$ cat config.mk
export PLATFORM = sky130hd
export DESIGN_NAME = rhs_wiper_ctrl
export DESIGN_NICKNAME = d
export VERILOG_FILES = /design/src/rhs_pkg.sv /design/src/rhs_wiper_ctrl.sv
export VERILOG_INCLUDE_DIRS = /design/src
export SDC_FILE = /design/constraint.sdc
export NUM_CORES = 1
export LEC_CHECK = 0
export BUFFER_PORTS_ARGS = -buffer_cell sky130_fd_sc_hd__buf_4
export CORE_MARGIN = 5
export CORE_UTILIZATION = 40
export CTS_BUF_LIST = sky130_fd_sc_hd__clkbuf_8
export DETAILED_ROUTE_END_ITERATION = 12
export PLACE_DENSITY = 0.57
export SLEW_MARGIN = 20
export SYNTH_ARGS = -nofsm -noshare
export SYNTH_HDL_FRONTEND = slang
export SYNTH_SLANG_ARGS = --single-unit
$ cat constraint.sdc
create_clock -name CLK_SYS -period 3.2 [get_ports CLK_SYS]
set_input_delay 0.16 -clock CLK_SYS [delete_from_list [all_inputs] [get_ports CLK_SYS]]
set_output_delay 0.16 -clock CLK_SYS [all_outputs]
set_load 0.005 [all_outputs]
$ cat src/rhs_defs.svh
// constants for the pulse-controlled wiper stepper: positions and timing
// assumes the includer compiles it once per unit; guarded against repeats
`ifndef RHS_DEFS_SVH
`define RHS_DEFS_SVH

// clock rate of CLK_SYS
`define RHS_CLK_MHZ 100
`define RHS_CYC_PER_US (`RHS_CLK_MHZ)
`define RHS_CYC_PER_MS (`RHS_CLK_MHZ * 1000)

// position range and reset value
`define RHS_POS_W 6
`define RHS_POS_RST 6'h00
`define RHS_POS_MAX 6'h3F
`define RHS_NV_BIT 3

// times in their own units
`define RHS_T_SEP_MS 1
`define RHS_T_HOLD_MS 1000
`define RHS_T_REPEAT_MS 100
`define RHS_T_SAVE_MS 2000
`define RHS_T_PROC_US 1

// derived cycle counts
`define RHS_SEP_CYC (`RHS_T_SEP_MS * `RHS_CYC_PER_MS)
`define RHS_HOLD_CYC (`RHS_T_HOLD_MS * `RHS_CYC_PER_MS)
`define RHS_REPEAT_CYC (`RHS_T_REPEAT_MS * `RHS_CYC_PER_MS)
`define RHS_SAVE_CYC (`RHS_T_SAVE_MS * `RHS_CYC_PER_MS)
`define RHS_PROC_CYC (`RHS_T_PROC_US * `RHS_CYC_PER_US)

`endif

$ cat src/rhs_pkg.sv
// types shared by the wiper stepper
// assumes rhs_defs.svh is reachable on the include path
`include "rhs_defs.svh"

package rhs_pkg;
  // control configuration chosen at power-up
  typedef enum logic {RHS_MODE_SINGLE, RHS_MODE_DUAL} rhs_mode_type;
  // one tap position, lowest tap is zero
  typedef logic [`RHS_POS_W-1:0] rhs_pos_type;
endpackage

$ cat src/rhs_wiper_ctrl.sv
// wiper stepper: pulse filtering, auto-repeat, direction and save logic
// assumes inputs synchronous to CLK_SYS and a nonvolatile store outside
`timescale 1ns/1ps
`include "rhs_defs.svh"

// Overview of operation
// - wiper is a 6-bit tap, 64 positions
// - mode latched from strap after power-up
// - all three control inputs active low
// - falling edge starts a pulse
// - one recognised pulse moves one tap
// - gaps under 1 ms merge contact pulses, under 1 us processor pulses
// - after 1 s hold, step every 100 ms
// - single mode uses up contact, ignores down
// - first move opposes previous movement direction
// - reverse after 1 s idle or at end
// - processor input steps like single button in both modes, unless a dual contact step comes in the same cycle
// - processor input accepts narrower pulses
// - floating down contact selects dual mode
// - dual: up raises, down lowers, immediately
// - dual: saturate at ends, no reversal
// - contact inputs debounced internally
// - restore saved position at power-up
// - save new position after 2 s settling
// - save first change, then bit-3 changes
module rhs_wiper_ctrl #(
  parameter logic [31:0] SEP_CYC = `RHS_SEP_CYC,
  parameter logic [31:0] HOLD_CYC = `RHS_HOLD_CYC,
  parameter logic [31:0] REPEAT_CYC = `RHS_REPEAT_CYC,
  parameter logic [31:0] SAVE_CYC = `RHS_SAVE_CYC,
  parameter logic [31:0] PROC_CYC = `RHS_PROC_CYC
) (
  input wire logic CLK_SYS, // system clock
  input wire logic RST_N, // power-up reset, async
  input wire logic UP_CONTACT_IN_N, // up contact, low = closed
  input wire logic DOWN_CONTACT_IN_N, // down contact, low = closed
  input wire logic PROC_PULSE_IN_N, // processor pulse, low = active
  input wire logic DOWN_TIED_SUPPLY, // high when down contact is strapped
  input wire rhs_pkg::rhs_pos_type NV_POS_IN, // saved position from store
  output rhs_pkg::rhs_pos_type WIPER_POS, // current tap
  output rhs_pkg::rhs_mode_type CTRL_MODE, // latched configuration
  output logic NV_WR_STB, // one-cycle save request
  output rhs_pkg::rhs_pos_type NV_WR_DATA // position to save
);
  import rhs_pkg::*;

  localparam int NCH = 3; // 0 up contact, 1 down contact, 2 processor

  logic [NCH-1:0] raw_act;
  logic [NCH-1:0] lvl_w;
  logic [NCH-1:0] step_w;

  // inputs are active low
  assign raw_act = {~PROC_PULSE_IN_N, ~DOWN_CONTACT_IN_N, ~UP_CONTACT_IN_N};

  // per input: level filter, then press and auto-repeat step pulses
  genvar g;
  generate
    for (g = 0; g < NCH; g++) begin : g_ch
      // processor input gets the short window so it can step faster
      localparam logic [31:0] THR = (g == 2) ? PROC_CYC : SEP_CYC;
      logic [31:0] flt_cnt_r;
      logic [31:0] flt_cnt_nxt;
      logic lvl_r;
      logic lvl_nxt;
      logic lvl_d_r;
      logic [31:0] hold_r;
      logic [31:0] hold_nxt;
      logic step_r;
      logic step_nxt;

      // a level must persist THR cycles; bounce and short gaps vanish
      always_comb begin
        flt_cnt_nxt = 32'h0;
        lvl_nxt = lvl_r;
        if (raw_act[g] != lvl_r) begin
          if (flt_cnt_r >= THR - 32'h1) begin
            lvl_nxt = raw_act[g];
          end else begin
            flt_cnt_nxt = flt_cnt_r + 32'h1;
          end
        end
      end

      // step on press, then after the long hold at the repeat rate
      always_comb begin
        hold_nxt = 32'h0;
        step_nxt = 1'b0;
        if (lvl_r && !lvl_d_r) begin
          step_nxt = 1'b1;
        end else if (lvl_r) begin
          if (hold_r >= HOLD_CYC - 32'h1) begin
            step_nxt = 1'b1;
            hold_nxt = HOLD_CYC - REPEAT_CYC;
          end else begin
            hold_nxt = hold_r + 32'h1;
          end
        end
      end

      always_ff @(posedge CLK_SYS or negedge RST_N) begin
        if (!RST_N) begin
          flt_cnt_r <= 32'h0;
          lvl_r <= 1'b0;
          lvl_d_r <= 1'b0;
          hold_r <= 32'h0;
          step_r <= 1'b0;
        end else begin
          flt_cnt_r <= flt_cnt_nxt;
          lvl_r <= lvl_nxt;
          lvl_d_r <= lvl_r;
          hold_r <= hold_nxt;
          step_r <= step_nxt;
        end
      end

      assign lvl_w[g] = lvl_r;
      assign step_w[g] = step_r;
    end
  endgenerate

  // mode strap caught on the first edge after reset release
  logic started_r;
  logic started_nxt;
  rhs_mode_type mode_r;
  rhs_mode_type mode_nxt;

  always_comb begin
    started_nxt = 1'b1;
    mode_nxt = mode_r;
    if (!started_r) begin
      mode_nxt = DOWN_TIED_SUPPLY ? RHS_MODE_SINGLE : RHS_MODE_DUAL;
    end
  end

  always_ff @(posedge CLK_SYS or negedge RST_N) begin
    if (!RST_N) begin
      started_r <= 1'b0;
      mode_r <= RHS_MODE_DUAL;
    end else begin
      started_r <= started_nxt;
      mode_r <= mode_nxt;
    end
  end

  // position and single-button direction state
  rhs_pos_type pos_r;
  rhs_pos_type pos_nxt;
  logic dir_up_r;
  logic dir_up_nxt;
  logic pend_rev_r;
  logic pend_rev_nxt;
  logic [31:0] idle_r;
  logic [31:0] idle_nxt;
  logic dual_c;
  logic up_req;
  logic dn_req;
  logic sgl_req;
  logic sgl_act;
  logic eff_up;

  assign dual_c = (mode_r == RHS_MODE_DUAL);
  // in dual mode a held opposite contact blocks the other
  assign up_req = dual_c && step_w[0] && !lvl_w[1];
  assign dn_req = dual_c && step_w[1] && !lvl_w[0];
  // down contact has no path in single mode
  assign sgl_req = (!dual_c && step_w[0]) || step_w[2];
  assign sgl_act = (!dual_c && lvl_w[0]) || lvl_w[2];

  // contact requests win a same-cycle clash with the processor input
  always_comb begin
    eff_up = dir_up_r;
    pos_nxt = pos_r;
    dir_up_nxt = dir_up_r;
    pend_rev_nxt = pend_rev_r;
    idle_nxt = 32'h0;
    if (!sgl_act) begin
      if (idle_r >= HOLD_CYC) begin
        pend_rev_nxt = 1'b1;
        idle_nxt = idle_r;
      end else begin
        idle_nxt = idle_r + 32'h1;
      end
    end
    if (!started_r) begin
      pos_nxt = NV_POS_IN;
    end else if (up_req || dn_req) begin
      if (up_req && pos_r != `RHS_POS_MAX) begin
        pos_nxt = pos_r + 6'h01;
      end else if (dn_req && pos_r != `RHS_POS_RST) begin
        pos_nxt = pos_r - 6'h01;
      end
    end else if (sgl_req) begin
      eff_up = pend_rev_r ? !dir_up_r : dir_up_r;
      if (eff_up && pos_r == `RHS_POS_MAX) begin
        eff_up = 1'b0;
      end else if (!eff_up && pos_r == `RHS_POS_RST) begin
        eff_up = 1'b1;
      end
      pos_nxt = eff_up ? pos_r + 6'h01 : pos_r - 6'h01;
      dir_up_nxt = eff_up;
      pend_rev_nxt = 1'b0;
    end
  end

  // no history at power-up: pending reversal of "down" gives an up move
  always_ff @(posedge CLK_SYS or negedge RST_N) begin
    if (!RST_N) begin
      pos_r <= `RHS_POS_RST;
      dir_up_r <= 1'b0;
      pend_rev_r <= 1'b1;
      idle_r <= 32'h0;
    end else begin
      pos_r <= pos_nxt;
      dir_up_r <= dir_up_nxt;
      pend_rev_r <= pend_rev_nxt;
      idle_r <= idle_nxt;
    end
  end

  // save scheduling: every change restarts the settling timer
  logic first_done_r;
  logic first_done_nxt;
  logic saved_b3_r;
  logic saved_b3_nxt;
  logic nv_pend_r;
  logic nv_pend_nxt;
  logic [31:0] nv_cnt_r;
  logic [31:0] nv_cnt_nxt;
  logic stb_r;
  logic stb_nxt;
  rhs_pos_type nv_data_r;
  rhs_pos_type nv_data_nxt;

  // bit-3 filter trades resolution of the stored copy for write endurance
  always_comb begin
    first_done_nxt = first_done_r;
    saved_b3_nxt = saved_b3_r;
    nv_pend_nxt = nv_pend_r;
    nv_cnt_nxt = nv_cnt_r;
    stb_nxt = 1'b0;
    nv_data_nxt = nv_data_r;
    if (!started_r) begin
      saved_b3_nxt = NV_POS_IN[`RHS_NV_BIT];
    end else if (pos_nxt != pos_r) begin
      nv_pend_nxt = 1'b1;
      nv_cnt_nxt = 32'h0;
    end else if (nv_pend_r) begin
      if (nv_cnt_r >= SAVE_CYC - 32'h1) begin
        nv_pend_nxt = 1'b0;
        nv_cnt_nxt = 32'h0;
        if (!first_done_r || pos_r[`RHS_NV_BIT] != saved_b3_r) begin
          stb_nxt = 1'b1;
          nv_data_nxt = pos_r;
          first_done_nxt = 1'b1;
          saved_b3_nxt = pos_r[`RHS_NV_BIT];
        end
      end else begin
        nv_cnt_nxt = nv_cnt_r + 32'h1;
      end
    end
  end

  always_ff @(posedge CLK_SYS or negedge RST_N) begin
    if (!RST_N) begin
      first_done_r <= 1'b0;
      saved_b3_r <= 1'b0;
      nv_pend_r <= 1'b0;
      nv_cnt_r <= 32'h0;
      stb_r <= 1'b0;
      nv_data_r <= `RHS_POS_RST;
    end else begin
      first_done_r <= first_done_nxt;
      saved_b3_r <= saved_b3_nxt;
      nv_pend_r <= nv_pend_nxt;
      nv_cnt_r <= nv_cnt_nxt;
      stb_r <= stb_nxt;
      nv_data_r <= nv_data_nxt;
    end
  end

  // outputs straight from flip-flops
  assign WIPER_POS = pos_r;
  assign CTRL_MODE = mode_r;
  assign NV_WR_STB = stb_r;
  assign NV_WR_DATA = nv_data_r;
endmodule

==> results.md <==
- Status: completed
- Post-synth cell types: 66
- Skew-Pair Late Insertion Delay: 0.60 ns
- CTS tree: done
- Global route total overflow: 0
- Final HPWL DP: 15.9 mm
- Pwr/cell area: ~530 nW/um^2
- Final Worst Setup Slack: approximately 0.27 ns
- Via count: 9,030
- Vias in the first global route: around 9,200
- TritonCTS buffer count: 50
- Setup TNS: 0 ns
- DR WL/cell: 13.6 um
- Startpoint types: register
- Critical Path RT: 3.69 ns
- Fraction of registers with async set/reset: between 90% and 100%
- Flops & latches, synth: 285
- Hold WC Path Type: input pin to async pin
- Sw frac: between 20 and 30%
- Clk sink count: 285
- Clk buf depth: 3
- Final hold vios: 0
- Clock share of power: 43.3%
- Max Slew Vio Count: 0
- WHS: 0.145 ns
- Initial antenna violation count: 1
- Vias/cell: 4.94
- Nets@finish: about 1,400
- RePlAce Congestion: 0.907
- Final setup violating endpoints: 0
- Die area: 35,600 um^2
- Total GRT Usage: 14.4%
- Max_cap viols: 0
- Initial Util: roughly 40%
- Final core occ: between 40 and 50%
- Area contributors post-synth: dfrtp_1, xor2_1, nor2_1
- Setup Crit Path Kind: register to register
- Multi-input gate area: 5630 um^2
- I/O pins: 26
- WL final: 24.8 mm
- Synth-to-Final Area Change: 17.6%
- Worst EP arrival: 3.42 ns
- Combinational share of power: under 10%
- Net Sw Power: approximately 0.0020 W
- Post-synthesis sequential area ratio: 55.9%
- Post-synth EDFFs: 0
- Worst Tran Pin Value: 0.683 ns
- Chip height: 189 um
- Largest net degree at the start of global routing: 80
- Final period utilization: 91.6%
- Fill cells: between 2,000 and 3,000
- Sequential Area: 7130 um^2
- RSZ-0062 raised after global routing: no
- Area after detailed placement: between 10,000 and 15,000 um^2
- Post-synth top area cell: dfrtp_1
- Syn_area_per_cell: about 10 um^2
- Relative slew slack: 54.3%
- DIE WIDTH: 189 um
- ANT nets after route: 0
- Post-Syn Instances: about 1,200
- Flop pwr share: 47.4%
- Fin area: 15,000 um^2
- CTS Root Cell: clkbuf_8
- Rows: 65
- Tmin final: 2.93 ns
- CP max FO: 7
- H-tree levels: 2
- I/O Buffers: 25
- Max Clock Skew: 0.0374 ns
- YS warnings: 0
- Achievable Freq: 0.341 GHz
- DRC Markers: 0
- Maximum vdd ir drop: ~290 uV
- Top-area cell type share of the netlist area: 55.5%
- Crit. End Element: register
- Synth Cell Area: 12,800 um^2
- Worst-path clk slew: about 0.060 ns
- Share of layout cells above drive strength 1: 10.7%
- Pre-CTS setup slack: 0.257 ns
- Main flop type after synthesis: dfrtp_1
- First-pass GRT wire length: between 40 and 50 mm
- Initial DRC Count: slightly above 500
- Leak: 6.61 nW
- Initial DRT Pass Iterations: 5
- CORE AREA: 31,600 um^2
- Power Internal: 0.00597 W
-- power by group through the flow --
| stage | combinational [W] | sequential [W] | clock (W) |
|---|---|---|---|
| finish | 0.000752 | 0.00380 | 0.00347 |
| global route | 0.000841 | 0.00381 | 0.00378 |
| CTS | 0.000755 | 0.00379 | 0.00362 |
| detailed placement | 0.000740 | 0.00386 | 0 |
| global placement | 0.000743 | 0.00386 | 0 |
| floorplan | 0.000464 | 0.00384 | 0 |
-- routing by layer --
layer,track usage [%],vias to the layer above,part of all wire (%)
met4,4.68,0,2.5
met3,2.74,55,3.7
li1,-,4530,-
met2,22.8,144,45
met1,20.2,4301,49
met5,0,-,0
-- layout make-up --
cell class	instances	area share (%)
repair buffers	62	3.59
well taps	402	3.35
flip-flops and latches	285	47.6
clock buffers	67	6.15
diodes	1	0.0167
multi-input cells	955	37.5
clock inverters	25	1.04
inverters	31	0.776
-- kinds of logic (layout without fill, tap and decap cells) --
| family | after synthesis | in the layout | synth area share (%) |
|---|---|---|---|
| other cells | 2 | 72 | 0.0589 |
| compound gates | 157 | 157 | 7.65 |
| fa+ha+maj | 11 | 11 | 1.08 |
| simple gates | 547 | 547 | 21.2 |
| mux | 19 | 19 | 1.57 |
| flops | 285 | 285 | 55.9 |
| buf+inv | 67 | 185 | 2.16 |
| xor+xnor | 150 | 150 | 10.3 |
-- cells in the mapped netlist (all sizes together) (8+ instances only) --
master,count
a21oi,69
ha,11
mux2,8
a31oi,11
mux2i,11
nand4,31
dfrtp,283
nor3,16
xor2,88
buf,11
and2,18
nor2,163
and3,49
o21ai,34
inv,30
nand2,103
nand3,88
nor4,23
and4,13
xnor2,62
or3,15
clkbuf,25
-- path summary, 6_finish.rpt --
check	startpoint	end	slack, ns	depth (start not counted)
worst max-delay path	WIPER_POS[0]	nv_cnt_r[20]	0.27	11
min in group CLK_SYS	DOWN_CONTACT_IN_N	g_ch[1].lvl_r	0.32	3
worst max register to register	WIPER_POS[0]	nv_cnt_r[20]	0.27	11
worst min register to register	first_done_r	first_done_r	0.47	1
max in group asynchronous	RST_N	g_ch[0].flt_cnt_r[17]	2.19	3
worst min-delay path	RST_N	nv_cnt_r[7]	0.14	2
-- per-stage QoR --
step	power, W	std cells
finish	0.00802	1828
floorplan	0.00430	1307
global placement	0.00460	1724
detailed placement	0.00460	1724
CTS	0.00817	1827
global route	0.00843	1828
-- critical path: stages (launching register included) --
cell	delay, ns
dfrtp_1	0.37
buf_4	0.16
ha_1	0.27
nand2_1	0.17
o21ai_1	0.11
buf_4	0.17
or3_1	0.41
nand3b_1	0.10
o211ai_1	0.20
nor4b_2	0.57
a21oi_1	0.14
o21ai_1	0.14
-- what timing repair did --
action,CTS,global route
gates resized for setup,0,3
endpoints found under the setup margin,0,19
setup buffers,0,0
hold buffers,11,0
endpoints found under the hold margin,87,0
-- state kept, by name, indices dropped and copies added (netlist names), 6 cells and up --
register	count
idle_r	32
nv_cnt_r	32
NV_WR_DATA	6
g_ch.flt_cnt_r	96
g_ch.hold_r	96
WIPER_POS	6
-- cells in the final DEF (no fill, tap or decap), drive strengths merged, types with 49 or more instances in the layout --
cell / count
a21oi: 69
and3: 49
buf: 51
clkbuf: 67
conb: 71
dfrtp: 283
inv: 51
nand2: 103
nand3: 88
nor2: 163
xnor2: 62
xor2: 88
Note: power is estimated with default switching activity, not from simulation.
